$ cat src/include/mie_pkg.sv
// package: map, fields, levels and carriers of the irq enable and drop counter bank
package mie_pkg;

  // register byte offsets on the host register port
  localparam logic [7:0] IRQ_EN_OFFSET = 8'h38;
  localparam logic [7:0] DROP_CNT_OFFSET = 8'h40;

  // enable bit positions; each cause bit of the status register sits at the same place
  localparam int NORMAL_SUM_BIT = 16;
  localparam int ABNORMAL_SUM_BIT = 15;
  localparam int EARLY_RX_BIT = 14;
  localparam int TIMER_OVF_BIT = 11;
  localparam int EARLY_TX_BIT = 10;
  localparam int RX_STOPPED_BIT = 8;
  localparam int RX_NOBUF_BIT = 7;
  localparam int RX_DONE_BIT = 6;
  localparam int TX_UNDERFLOW_BIT = 5;
  localparam int TX_NOBUF_BIT = 2;
  localparam int TX_STOPPED_BIT = 1;
  localparam int TX_DONE_BIT = 0;

  // implemented bits, reset values and the fill of unimplemented bits
  localparam logic [31:0] IRQ_EN_WR_MASK = 32'h0001_CDE7;
  localparam logic [31:0] IRQ_EN_RESET = 32'h0000_0000;
  localparam logic [31:0] RESERVED_FILL = 32'h0000_0000;
  localparam logic [31:0] NORMAL_CAUSES = 32'h0000_4845;
  localparam logic [31:0] ABNORMAL_CAUSES = 32'h0000_05A2;

  // dropped frame counter fields
  localparam int FIFO_OVF_FLAG_BIT = 28;
  localparam int FIFO_CNT_LSB = 17;
  localparam int FIFO_CNT_W = 11;
  localparam int MISSED_OVF_BIT = 16;
  localparam int MISSED_CNT_LSB = 0;
  localparam int MISSED_CNT_W = 16;
  localparam int HIGH_BYTE_LANE = 3;

  // operation mode fields feeding the threshold decode and receive control
  localparam int TX_SF_BIT = 21;
  localparam int TX_THR_SHORT_BIT = 22;
  localparam int TX_THR_LSB = 14;
  localparam int RX_START_BIT = 1;

  // transmit threshold levels in bytes, index 3 first
  localparam int THR_W = 11;
  localparam logic [3:0][10:0] TX_THR_SHORT = {11'h100, 11'h080, 11'h080, 11'h040};
  localparam logic [3:0][10:0] TX_THR_LONG = {11'h400, 11'h200, 11'h100, 11'h080};
  localparam logic [10:0] THR_RESET = 11'h080;

  typedef struct packed {
    logic valid;
    logic write;
    logic [7:0] addr;
    logic [3:0] be;
    logic [31:0] wdata;
  } mie_csr_req_s;

  typedef struct packed {
    logic ack;
    logic [31:0] rdata;
  } mie_csr_rsp_s;

  typedef enum logic [1:0] {
    RX_STOPPED = 2'h0,
    RX_RUNNING = 2'h1,
    RX_SUSPENDED = 2'h3
  } mie_rx_state_e;

endpackage

$ cat src/rtl/mie_drop_counter.sv
// one dropped-frame counter with its sticky overflow flag
`timescale 1ns/10ps
`default_nettype none

module mie_drop_counter #(
  parameter int unsigned WIDTH = 11
) (
  // clock and reset
  input wire logic mclk,
  input wire logic rst_n,
  // events and host clear
  input wire logic count_event,
  input wire logic clear,
  // state
  output logic [WIDTH-1:0] count,
  output logic overflow
);

  // an event in the clearing cycle is counted into the fresh value
  always_ff @(posedge mclk) begin
    if (!rst_n) begin
      count <= '0;
    end else if (clear) begin
      count <= count_event ? WIDTH'(1) : '0;
    end else if (count_event) begin
      count <= count + WIDTH'(1);
    end
  end

  // wrap sets the flag outside the clearing cycle; a wrap in the clearing cycle clears it and restarts the count at one
  always_ff @(posedge mclk) begin
    if (!rst_n) begin
      overflow <= 1'b0;
    end else if (count_event && (&count) && !clear) begin
      overflow <= 1'b1;
    end else if (clear) begin
      overflow <= 1'b0;
    end
  end

endmodule // mie_drop_counter

`default_nettype wire

$ cat src/rtl/mie_irq_bank.sv
// interrupt enable register, dropped frame counters, threshold decode and rx suspend
//
// Summary of operation
// - threshold mode clear: field picks 64..256 or 128..1024 bytes; set: store-and-forward
// - normal summary enable opens transmit done, tx no-buffer, rx done, timer, early rx
// - abnormal summary enable opens tx stopped, underflow, rx no-buffer, rx stopped, early tx
// - early receive cause needs its enable and the normal summary enable
// - timer overflow cause needs its enable and the normal summary enable
// - early transmit cause needs its enable and the abnormal summary enable
// - receive stopped cause needs its enable and the abnormal summary enable
// - receive no-buffer cause needs its enable and the abnormal summary enable
// - receive done cause needs its enable and the normal summary enable
// - transmit underflow cause needs its enable and the abnormal summary enable
// - transmit no-buffer cause needs its enable and the normal summary enable
// - transmit stopped cause needs its enable and the abnormal summary enable
// - transmit done cause needs its enable and the normal summary enable
// - unimplemented bits read a fixed value and ignore writes
// - fifo drop counter overflow sets bit 28, cleared by high byte read
// - bits 27:17 count fifo overflow drops, cleared by high byte read
// - missed counter overflow sets bit 16, cleared by high byte read
// - bits 15:0 count frames missed for lack of descriptor, cleared by high byte read
// - host-owned descriptor suspends receive and raises the rx no-buffer status
`timescale 1ns/10ps
`default_nettype none

module mie_irq_bank (
  // clock and reset
  input wire logic mclk,
  input wire logic rst_n,
  // host register port
  input wire mie_pkg::mie_csr_req_s csr_req,
  output mie_pkg::mie_csr_rsp_s csr_rsp,
  // operation mode and status register contents
  input wire logic [31:0] operation_mode_register,
  input wire logic [31:0] status_register,
  // transmit threshold
  output logic [10:0] tx_threshold_bytes,
  output logic tx_store_forward,
  // interrupt
  output logic irq,
  output logic normal_irq_pending,
  output logic abnormal_irq_pending,
  // receive drop events
  input wire logic fifo_overflow_drop,
  input wire logic rx_frame_arrive,
  input wire logic frame_cache_full,
  input wire logic rx_desc_avail,
  // receive descriptor handling
  input wire logic rx_desc_check,
  input wire logic rx_desc_host_owned,
  input wire logic rx_busy,
  output logic rx_suspended,
  output logic rx_stopped,
  output logic rx_nobuf_set
);

  // interrupt enable register
  logic [31:0] interrupt_enable;
  logic [31:0] next_interrupt_enable;

  // host access decode
  logic rd_strobe;
  logic wr_strobe;
  logic hit_irq_en;
  logic hit_drop_cnt;
  logic high_byte_read;

  // counter widths, taken from the register field layout
  localparam int FIFO_W = mie_pkg::FIFO_CNT_W;
  localparam int MISS_W = mie_pkg::MISSED_CNT_W;

  // counter state
  logic [FIFO_W-1:0] fifo_drop_count;
  logic fifo_count_overflow;
  logic [MISS_W-1:0] missed_frame_count;
  logic missed_count_overflow;
  logic missed_frame_event;
  logic [31:0] dropped_frame_counters;

  // interrupt gating
  logic normal_summary_enable;
  logic abnormal_summary_enable;
  logic [31:0] cause_gate;
  logic [31:0] live_causes;

  // threshold decode
  logic [1:0] thr_sel;
  logic [10:0] next_threshold;
  logic next_store_forward;

  // receive process
  mie_pkg::mie_rx_state_e rx_state;
  mie_pkg::mie_rx_state_e next_rx_state;
  logic rx_start;
  logic next_rx_nobuf_set;

  // host access decode
  assign rd_strobe = csr_req.valid && !csr_req.write;
  assign wr_strobe = csr_req.valid && csr_req.write;
  assign hit_irq_en = (csr_req.addr == mie_pkg::IRQ_EN_OFFSET);
  assign hit_drop_cnt = (csr_req.addr == mie_pkg::DROP_CNT_OFFSET);

  // only the top lane clears, so narrow hosts can read low bytes without losing counts
  assign high_byte_read = rd_strobe && hit_drop_cnt
    && csr_req.be[mie_pkg::HIGH_BYTE_LANE];

  // interrupt enable writes, byte lane by byte lane
  always_comb begin
    next_interrupt_enable = interrupt_enable;
    for (int lane = 0; lane < 4; lane++) begin
      if (wr_strobe && hit_irq_en && csr_req.be[lane]) begin
        next_interrupt_enable[lane*8 +: 8] = csr_req.wdata[lane*8 +: 8];
      end
    end
    // unimplemented positions keep their fixed value
    next_interrupt_enable = (next_interrupt_enable & mie_pkg::IRQ_EN_WR_MASK)
      | (mie_pkg::RESERVED_FILL & ~mie_pkg::IRQ_EN_WR_MASK);
  end

  // reset leaves every cause masked
  always_ff @(posedge mclk) begin
    if (!rst_n) begin
      interrupt_enable <= mie_pkg::IRQ_EN_RESET;
    end else begin
      interrupt_enable <= next_interrupt_enable;
    end
  end

  // summary enables
  assign normal_summary_enable = interrupt_enable[mie_pkg::NORMAL_SUM_BIT];
  assign abnormal_summary_enable = interrupt_enable[mie_pkg::ABNORMAL_SUM_BIT];

  // per-cause gates: individual enable and its summary enable
  always_comb begin
    cause_gate = 32'h0000_0000;
    cause_gate[mie_pkg::EARLY_RX_BIT] =
      interrupt_enable[mie_pkg::EARLY_RX_BIT] && normal_summary_enable;
    cause_gate[mie_pkg::TIMER_OVF_BIT] =
      interrupt_enable[mie_pkg::TIMER_OVF_BIT] && normal_summary_enable;
    cause_gate[mie_pkg::EARLY_TX_BIT] =
      interrupt_enable[mie_pkg::EARLY_TX_BIT] && abnormal_summary_enable;
    cause_gate[mie_pkg::RX_STOPPED_BIT] =
      interrupt_enable[mie_pkg::RX_STOPPED_BIT] && abnormal_summary_enable;
    cause_gate[mie_pkg::RX_NOBUF_BIT] =
      interrupt_enable[mie_pkg::RX_NOBUF_BIT] && abnormal_summary_enable;
    cause_gate[mie_pkg::RX_DONE_BIT] =
      interrupt_enable[mie_pkg::RX_DONE_BIT] && normal_summary_enable;
    cause_gate[mie_pkg::TX_UNDERFLOW_BIT] =
      interrupt_enable[mie_pkg::TX_UNDERFLOW_BIT] && abnormal_summary_enable;
    cause_gate[mie_pkg::TX_NOBUF_BIT] =
      interrupt_enable[mie_pkg::TX_NOBUF_BIT] && normal_summary_enable;
    cause_gate[mie_pkg::TX_STOPPED_BIT] =
      interrupt_enable[mie_pkg::TX_STOPPED_BIT] && abnormal_summary_enable;
    cause_gate[mie_pkg::TX_DONE_BIT] =
      interrupt_enable[mie_pkg::TX_DONE_BIT] && normal_summary_enable;
  end

  // status bits outside the two cause groups never reach the line
  assign live_causes = status_register & cause_gate
    & (mie_pkg::NORMAL_CAUSES | mie_pkg::ABNORMAL_CAUSES);

  // registered so the pin never glitches on a status update
  always_ff @(posedge mclk) begin
    if (!rst_n) begin
      irq <= 1'b0;
    end else begin
      irq <= |live_causes;
    end
  end

  // per-group pending flags, so software can tell which group to service
  always_ff @(posedge mclk) begin
    if (!rst_n) begin
      normal_irq_pending <= 1'b0;
    end else begin
      normal_irq_pending <= |(live_causes & mie_pkg::NORMAL_CAUSES);
    end
  end

  always_ff @(posedge mclk) begin
    if (!rst_n) begin
      abnormal_irq_pending <= 1'b0;
    end else begin
      abnormal_irq_pending <= |(live_causes & mie_pkg::ABNORMAL_CAUSES);
    end
  end

  // transmit threshold decode
  assign thr_sel = operation_mode_register[mie_pkg::TX_THR_LSB +: 2];

  always_comb begin
    next_store_forward = operation_mode_register[mie_pkg::TX_SF_BIT];
    if (operation_mode_register[mie_pkg::TX_THR_SHORT_BIT]) begin
      next_threshold = mie_pkg::TX_THR_SHORT[thr_sel];
    end else begin
      next_threshold = mie_pkg::TX_THR_LONG[thr_sel];
    end
  end

  // level is held even in store-and-forward; the flag alone decides
  always_ff @(posedge mclk) begin
    if (!rst_n) begin
      tx_threshold_bytes <= mie_pkg::THR_RESET;
    end else begin
      tx_threshold_bytes <= next_threshold;
    end
  end

  // store-and-forward flag
  always_ff @(posedge mclk) begin
    if (!rst_n) begin
      tx_store_forward <= 1'b0;
    end else begin
      tx_store_forward <= next_store_forward;
    end
  end

  // a frame is missed only when the cache cannot hold it and no descriptor waits
  assign missed_frame_event = rx_frame_arrive && frame_cache_full && !rx_desc_avail;

  mie_drop_counter #(
    .WIDTH(FIFO_W)
  ) u_fifo_drop (
    .mclk(mclk),
    .rst_n(rst_n),
    .count_event(fifo_overflow_drop),
    .clear(high_byte_read),
    .count(fifo_drop_count),
    .overflow(fifo_count_overflow)
  );

  mie_drop_counter #(
    .WIDTH(MISS_W)
  ) u_missed (
    .mclk(mclk),
    .rst_n(rst_n),
    .count_event(missed_frame_event),
    .clear(high_byte_read),
    .count(missed_frame_count),
    .overflow(missed_count_overflow)
  );

  // counter register image; read returns the value before the clear
  always_comb begin
    dropped_frame_counters = mie_pkg::RESERVED_FILL;
    dropped_frame_counters[mie_pkg::FIFO_OVF_FLAG_BIT] = fifo_count_overflow;
    dropped_frame_counters[mie_pkg::FIFO_CNT_LSB +: FIFO_W] = fifo_drop_count;
    dropped_frame_counters[mie_pkg::MISSED_OVF_BIT] = missed_count_overflow;
    dropped_frame_counters[mie_pkg::MISSED_CNT_LSB +: MISS_W] = missed_frame_count;
  end

  // one-cycle answer; writes to the counters are acknowledged and ignored
  always_ff @(posedge mclk) begin
    if (!rst_n) begin
      csr_rsp <= '0;
    end else begin
      csr_rsp.ack <= csr_req.valid;
      if (rd_strobe && hit_irq_en) begin
        csr_rsp.rdata <= interrupt_enable;
      end else if (rd_strobe && hit_drop_cnt) begin
        csr_rsp.rdata <= dropped_frame_counters;
      end else begin
        // unmapped offsets and writes answer zero
        csr_rsp.rdata <= 32'h0000_0000;
      end
    end
  end

  // receive process: stopped, running, suspended on a host-owned descriptor
  assign rx_start = operation_mode_register[mie_pkg::RX_START_BIT];

  always_comb begin
    next_rx_state = rx_state;
    next_rx_nobuf_set = 1'b0;
    unique case (rx_state)
      mie_pkg::RX_STOPPED: begin
        if (rx_start) begin
          next_rx_state = mie_pkg::RX_RUNNING;
        end
      end
      mie_pkg::RX_RUNNING: begin
        // stop waits for the frame in flight to finish
        if (!rx_start && !rx_busy) begin
          next_rx_state = mie_pkg::RX_STOPPED;
        end else if (rx_desc_check && rx_desc_host_owned) begin
          next_rx_state = mie_pkg::RX_SUSPENDED;
          next_rx_nobuf_set = 1'b1;
        end
      end
      mie_pkg::RX_SUSPENDED: begin
        if (!rx_start && !rx_busy) begin
          next_rx_state = mie_pkg::RX_STOPPED;
        end else if (rx_desc_check && !rx_desc_host_owned) begin
          next_rx_state = mie_pkg::RX_RUNNING;
        end
      end
      default: begin
        next_rx_state = mie_pkg::RX_STOPPED;
      end
    endcase
  end

  // state register
  always_ff @(posedge mclk) begin
    if (!rst_n) begin
      rx_state <= mie_pkg::RX_STOPPED;
    end else begin
      rx_state <= next_rx_state;
    end
  end

  // outputs mirror the next state so they line up with the state register
  always_ff @(posedge mclk) begin
    if (!rst_n) begin
      rx_suspended <= 1'b0;
    end else begin
      rx_suspended <= (next_rx_state == mie_pkg::RX_SUSPENDED);
    end
  end

  // stopped at reset, until the start bit is seen
  always_ff @(posedge mclk) begin
    if (!rst_n) begin
      rx_stopped <= 1'b1;
    end else begin
      rx_stopped <= (next_rx_state == mie_pkg::RX_STOPPED);
    end
  end

  // one-cycle request to set the no-buffer status bit
  always_ff @(posedge mclk) begin
    if (!rst_n) begin
      rx_nobuf_set <= 1'b0;
    end else begin
      rx_nobuf_set <= next_rx_nobuf_set;
    end
  end

endmodule // mie_irq_bank

`default_nettype wire

$ cat config.mk
export PLATFORM = sky130hd
export DESIGN_NAME = mie_irq_bank
export DESIGN_NICKNAME = d
export VERILOG_FILES = /design/src/include/mie_pkg.sv /design/src/rtl/mie_drop_counter.sv /design/src/rtl/mie_irq_bank.sv
export SDC_FILE = /design/constraint.sdc
export NUM_CORES = 1
export LEC_CHECK = 0
export BUFFER_PORTS_ARGS = -buffer_cell sky130_fd_sc_hd__buf_4
export CORE_AREA = 3 3 103 105
export CTS_BUF_LIST = sky130_fd_sc_hd__clkbuf_8
export CTS_CLUSTER_DIAMETER = 40
export DETAILED_ROUTE_END_ITERATION = 10
export DIE_AREA = 0 0 106 108
export GPL_ROUTABILITY_DRIVEN = 0
export PLACE_DENSITY = 0.72
export SLEW_MARGIN = 20
export SYNTH_ARGS = -nofsm -noshare
export SYNTH_HDL_FRONTEND = slang
export SYNTH_HIERARCHICAL = 1
export SYNTH_SLANG_ARGS = --single-unit
export TNS_END_PERCENT = 100
$ cat constraint.sdc
create_clock -name mclk -period 2.7 [get_ports mclk]
set_input_delay 0.405 -clock mclk [delete_from_list [all_inputs] [get_ports mclk]]
set_output_delay 0.405 -clock mclk [all_outputs]
set_load 0.02 [all_outputs]
# After elaboration in Yosys (flattened, before gate mapping)
# Cells that the tools add are included.
# Widths: inputs -> output; s select.
# totals
regBits,94
inputBits,119
output_inout_bits,51
word_cells,98
# op_classes
addsub,2
order_cmp,1
eq_ne,5
n_mux,23
bitwise_logic,3
reduce_logical,46
# ops
cell,count
$mux 29,2
$mux 11,5
$bmux 11 s2,2
$mux 16,2
$logic_and 1x1->1,28
$add 16x1->16 const B,1
$reduce_and 16->1,1
$and 15x15->15,1
$add 11x1->11 const B,1
$reduce_and 11->1,1
$mux 2,5
$reduce_or 10->1,1
$reduce_or 5->1,2
$eq 8x6->1 const B,1
$eq 8x7->1 const B,1
$reduce_bool 2->1,4
$logic_not 1->1,6
$mux 1,6
$pmux 2 s3,1
$eq 2x2->1 const B,2
$logic_not 2->1,2
$lt 2x3->1 const B,1
$reduce_or 3->1,1
$eq 2x1->1 const B,1
$not 1->1,2

# Longest topological paths before layout
# logic_depth
word_depth,7
ltp_mapped,7
ltp_nobuf,6

# Hierarchy
# Netlist, hierarchy kept.
# modules_own_cells
mod,instances,cells_per_inst,area_each_um2,seq_area_each_um2
mie_irq_bank,1,197,2038.2,1121.1
mie_drop_counter (u_missed),1,87,830.8,340.3
mie_drop_counter (u_fifo_drop),1,60,555.5,240.2

# Least setup slack after synthesis
# Ideal clock, no wire load.
# synth_timing
path_kind,input port to flip-flop
startpoint,input port csr_req[39] (netlist name)
endpoint,register u_fifo_drop.count[10]
setup_ns,0.071
arrival_ns,2.162
path_slack_ns,0.467
path_stages,6
path_buffers,1
cell_sequence,nor4b_2 -> and4_1 -> o211ai_2 -> buf_6 -> or4_1 -> a21oi_1
# synth_between
elab_chain_cells,4
# synth_lines
element,line,source
from (decl),mie_irq_bank.sv:31,"input wire mie_pkg::mie_csr_req_s csr_req,"
$eq 8x7->1 (*),mie_irq_bank.sv:101,assign hit_drop_cnt = (csr_req.addr == mie_pkg::DROP_CNT_OFFSET);
$logic_and 1x1->1 (*),mie_irq_bank.sv:104,assign high_byte_read = rd_strobe && hit_drop_cnt
$logic_and 1x1->1 (*),mie_irq_bank.sv:105,&& csr_req.be[mie_pkg::HIGH_BYTE_LANE];
named net high_byte_read,mie_irq_bank.sv:66,logic high_byte_read;
$mux 11 or $reduce_bool 2->1 (tied branches),n/a,
to (signal assigned),mie_drop_counter.sv:24,count <= count_event ? WIDTH'(1) : '0;
to (signal assigned),mie_drop_counter.sv:26,count <= count + WIDTH'(1);
to (decl),mie_drop_counter.sv:15,"output logic [WIDTH-1:0] count,"
# The timed path passes the listed nets; every way through them passes the cells marked *.
# A chain may end at the register's enable or synchronous reset.

# Worst setup path in the final report
# layout_timing
startpoint,input port csr_req[39] (netlist name)
endpoint,register u_missed.count[12]
# layout_between
elab_chain_cells,4
# layout_lines
element,line
$eq 8x7->1 (*),mie_irq_bank.sv:101
$logic_and 1x1->1 (*),mie_irq_bank.sv:104
$logic_and 1x1->1 (*),mie_irq_bank.sv:105
named net high_byte_read,mie_irq_bank.sv:66
$mux 16 or $reduce_bool 2->1 (tied branches),n/a
to (signal assigned),mie_drop_counter.sv:24
to (signal assigned),mie_drop_counter.sv:26
to (decl),mie_drop_counter.sv:15
# Marks and branches as above.

==> metrics.cfg <==
[run]
drv.max_cap_violation_count=0

[route]
drtIter0Drc=141
drt_first_pass_iters=5
via_cell_ratio=4.68
drt_wl_total_mm=7.50
routed-via-count=2684
wl_per_cell_microns=13.1
detail-route-antenna-nets=0
route.detailed.drc=0

[setup_path]
cp.arrival_ns=2.24
worstPathMaxFanout=7
timing.critical_path.to=u_missed/count[12]$_SDFFE_PN0P_
worstReg2RegEnd=u_missed/count[12]$_SDFFE_PN0P_
ff2ff_path_depth=5
worstSetupStartpoint=csr_req[39]
startpoint_type=input pin
setup.worst_path.class=in2reg
critical_path_required_ns=2.92
reg_to_reg_slack_setup_ns=1.08
worstReg2RegStart=u_missed/count[0]$_SDFFE_PN0P_
critPathCaptureType=register

[cells_and_area]
insertedDiodeCount=0
final_design_area_no_fill_sq_mm=0.00439
mostFrequentLayoutCell=sky130_fd_sc_hd__buf_4
seq_area_sq_mm=0.00170
most-common-layout-cells=sky130_fd_sc_hd__buf_4 (96), sky130_fd_sc_hd__dfxtp_1 (85), sky130_fd_sc_hd__nand2_1 (36)
share_of_cells_above_drive_strength_1_pct=29.3
multi_input_comb_area_sq_mm=0.00158
n_fill_cell=966
final-instance-count-excl-fill=573
area.growth.synth_to_final_pct=28.2
num-nets-final=560

[synth]
yosys_register_bits=85
ys_top_cells_by_area=sky130_fd_sc_hd__dfxtp_1 (50%), sky130_fd_sc_hd__mux2i_1 (4.7%), sky130_fd_sc_hd__and2_1 (4.0%)
sequential_share_of_the_synthesized_area_pct=49.7
synth.yosys.warnings=6
synthesis.area_per_instance_sq_um=9.96
synth_top_area_share_pct=49.7
synthArstFlopShare_pct=0
post_synth_inst_count=344
synth.largest_area_cell=sky130_fd_sc_hd__dfxtp_1
synthesis.area_sq_mm=0.00342
yosys.cell_types.count=43
synth-main-ff-cell=sky130_fd_sc_hd__dfxtp_1
synth-edff-count=0

[timing]
worst_clock_skew_ns=0.0136
fmax_ghz=0.496
grt_setup_unrepaired=no
finalCritPeriodShare_pct=74.7
setup_violations=0
slew_violations=0
timing_hold_violations_final=0
timing.final.ws_setup_ns=0.683
slew-limit-headroom_pct=56.6
min_period_ns=2.02
final.setup.tns_ns=0
max_slew.worst_pin.slew_ns=0.650

[placed_design]
post-dp-hpwl_mm=5.63
io_buffer_count=91
postPlaceCellArea_sq_mm=0.00419
post-place-cells=557
dp_worst_setup_slack_ns=0.314

[power]
irDropWorstVdd_mv=0.265
power.leakage_nw=1.86
switching_share_pct=24.5
internal_power_mw=1.78
pwr_density_cell_mw_per_mm2=538
p_sw_mw=0.580
combinationalPowerShare_pct=6.4
clock_power_share_pct=39.7
pwr-share-seq_pct=53.9
report.power.total_mw=2.36

[clock_network]
cts_buffer_depth=2
worstSkewPairLatency_ns=0.35
hold_buffers=0
cts_htree_levels=3
resized_after_cts=0
clkSinkCount=85
tritoncts=yes
cts_inserted_buffers=9
clock_tree.root_cell=sky130_fd_sc_hd__clkbuf_8
clkTransAtPathRegs_ns=0.09
post-cts-setup-buffer-count=0

[global_routing]
top_usage_layer=met2
grt_pass1_vias=2598
met3_usage_pct=4.54
grt_antenna_before_repair=0
grt_max_degree=41
groute.layer.met2.usage_pct=22.0
grt_overflow=0
grt_pass1_wl_mm=12.4
grt_use_total_pct=13.6
met1_layer_usage_reported_by_global_route_pct=16.3

[floorplanning]
die_area_sq_mm=0.0114
die_height_microns=108
floorplan.core_area_sq_mm=0.00973
die_width_microns=106
ios=170
initial_utilization_pct=35.2
floorplan_row_count=36

[status]
status=complete, no violations

[min_path]
hold_path_class=in2reg

[how the worst min path moves through the flow]
stage / slack (ns) / end / startpoint / cells past startpoint
after detailed placement: 0.45 / rx_nobuf_set$_SDFF_PP0_ / rx_state[1]$_SDFF_PN0_ / 1
after CTS: 0.24 / tx_store_forward$_SDFF_PN0_ / operation_mode_register[21] / 2
after global placement: 0.45 / u_fifo_drop/overflow$_SDFFE_PN0P_ / u_fifo_drop/overflow$_SDFFE_PN0P_ / 1
after global routing: 0.25 / csr_rsp[32]$_SDFF_PN0_ / csr_req[45] / 2
after floorplan: 0.42 / rx_nobuf_set$_SDFF_PP0_ / rx_state[1]$_SDFF_PN0_ / 1
final: 0.26 / tx_store_forward$_SDFF_PN0_ / operation_mode_register[21] / 2
[cell usage after synthesis (all sizes together), types with 3 or more instances]
library cell	count
buf	17
mux2i	16
nand2	36
clkbuf	7
a21oi	12
nor2	33
o31ai	4
dfxtp	85
or3	5
nand4	10
ha	6
xnor2	10
nand3	7
and2	22
nor4	5
a22oi	14
nand2b	5
nor2b	4
o21ai	5
inv	5
o2111ai	3
or4	4
nor3	7
xor2	7
[layout make-up]
type                            instances  share of cell area (%)
Clock buffer                            9                    2.82
Clock inverter                          7                    1.85
Inverter                                5                   0.427
Multi-Input combinational cell        238                    36.0
Sequential cell                        85                    38.7
Tap cell                              133                    3.79
Timing Repair Buffer                   96                    16.4
[layer usage]
layer / wire [microns] / vias to the layer above / share of wire, %
li1: - / 1356 / -
met1: 3210 / 1217 / 43
met2: 3520 / 102 / 47
met3: 639 / 9 / 8.5
met4: 130 / 0 / 1.7
met5: 0 / - / 0
[power by group through the flow]
stage	registers [mW]	logic [mW]	clock network, mW
after detailed placement	1.30	0.152	0
after global routing	1.28	0.167	1.02
after floorplan	1.31	0.0749	0
final	1.27	0.151	0.937
after CTS	1.27	0.153	0.964
after global placement	1.30	0.149	0
[registers in the layout (all words and copies together), names as in the netlist, 2 cells and up]
| signal | flops |
|---|---|
| rx_state | 2 |
| csr_rsp | 30 |
| u_missed/count | 16 |
| tx_threshold_bytes | 5 |
| u_fifo_drop/count | 11 |
| interrupt_enable | 12 |
[cell families (layout without fill, tap and decap cells)]
logic type / count (synthesis) / in the layout / synth area share, %
compound gates: 44 / 44 / 9.79
xor+xnor: 17 / 17 / 4.35
fa+ha+maj: 6 / 6 / 2.19
buf+inv: 29 / 117 / 5.08
flops: 85 / 85 / 49.7
mux: 16 / 16 / 4.68
other cells: 1 / 9 / 0.110
simple gates: 146 / 146 / 24.1
[stage by stage]
step / utilization [%] / hold slack [ns]
2_1_floorplan: - / 0.424
3_3_place_gp: 43.0 / 0.445
3_5_place_dp: 43.0 / 0.448
4_1_cts: 45.1 / 0.238
5_1_grt: 45.1 / 0.247
6_report: 45.1 / 0.258
[critical path: stages]
cell and delay (ns):
sky130_fd_sc_hd__buf_4 0.12, sky130_fd_sc_hd__nor4b_2 0.34, sky130_fd_sc_hd__and4_1 0.40, sky130_fd_sc_hd__buf_4 0.21
sky130_fd_sc_hd__o2111ai_4 0.22, sky130_fd_sc_hd__nor4_2 0.34, sky130_fd_sc_hd__xnor2_1 0.17, sky130_fd_sc_hd__nor2_2 0.04
(Power assumes the default switching activity.)
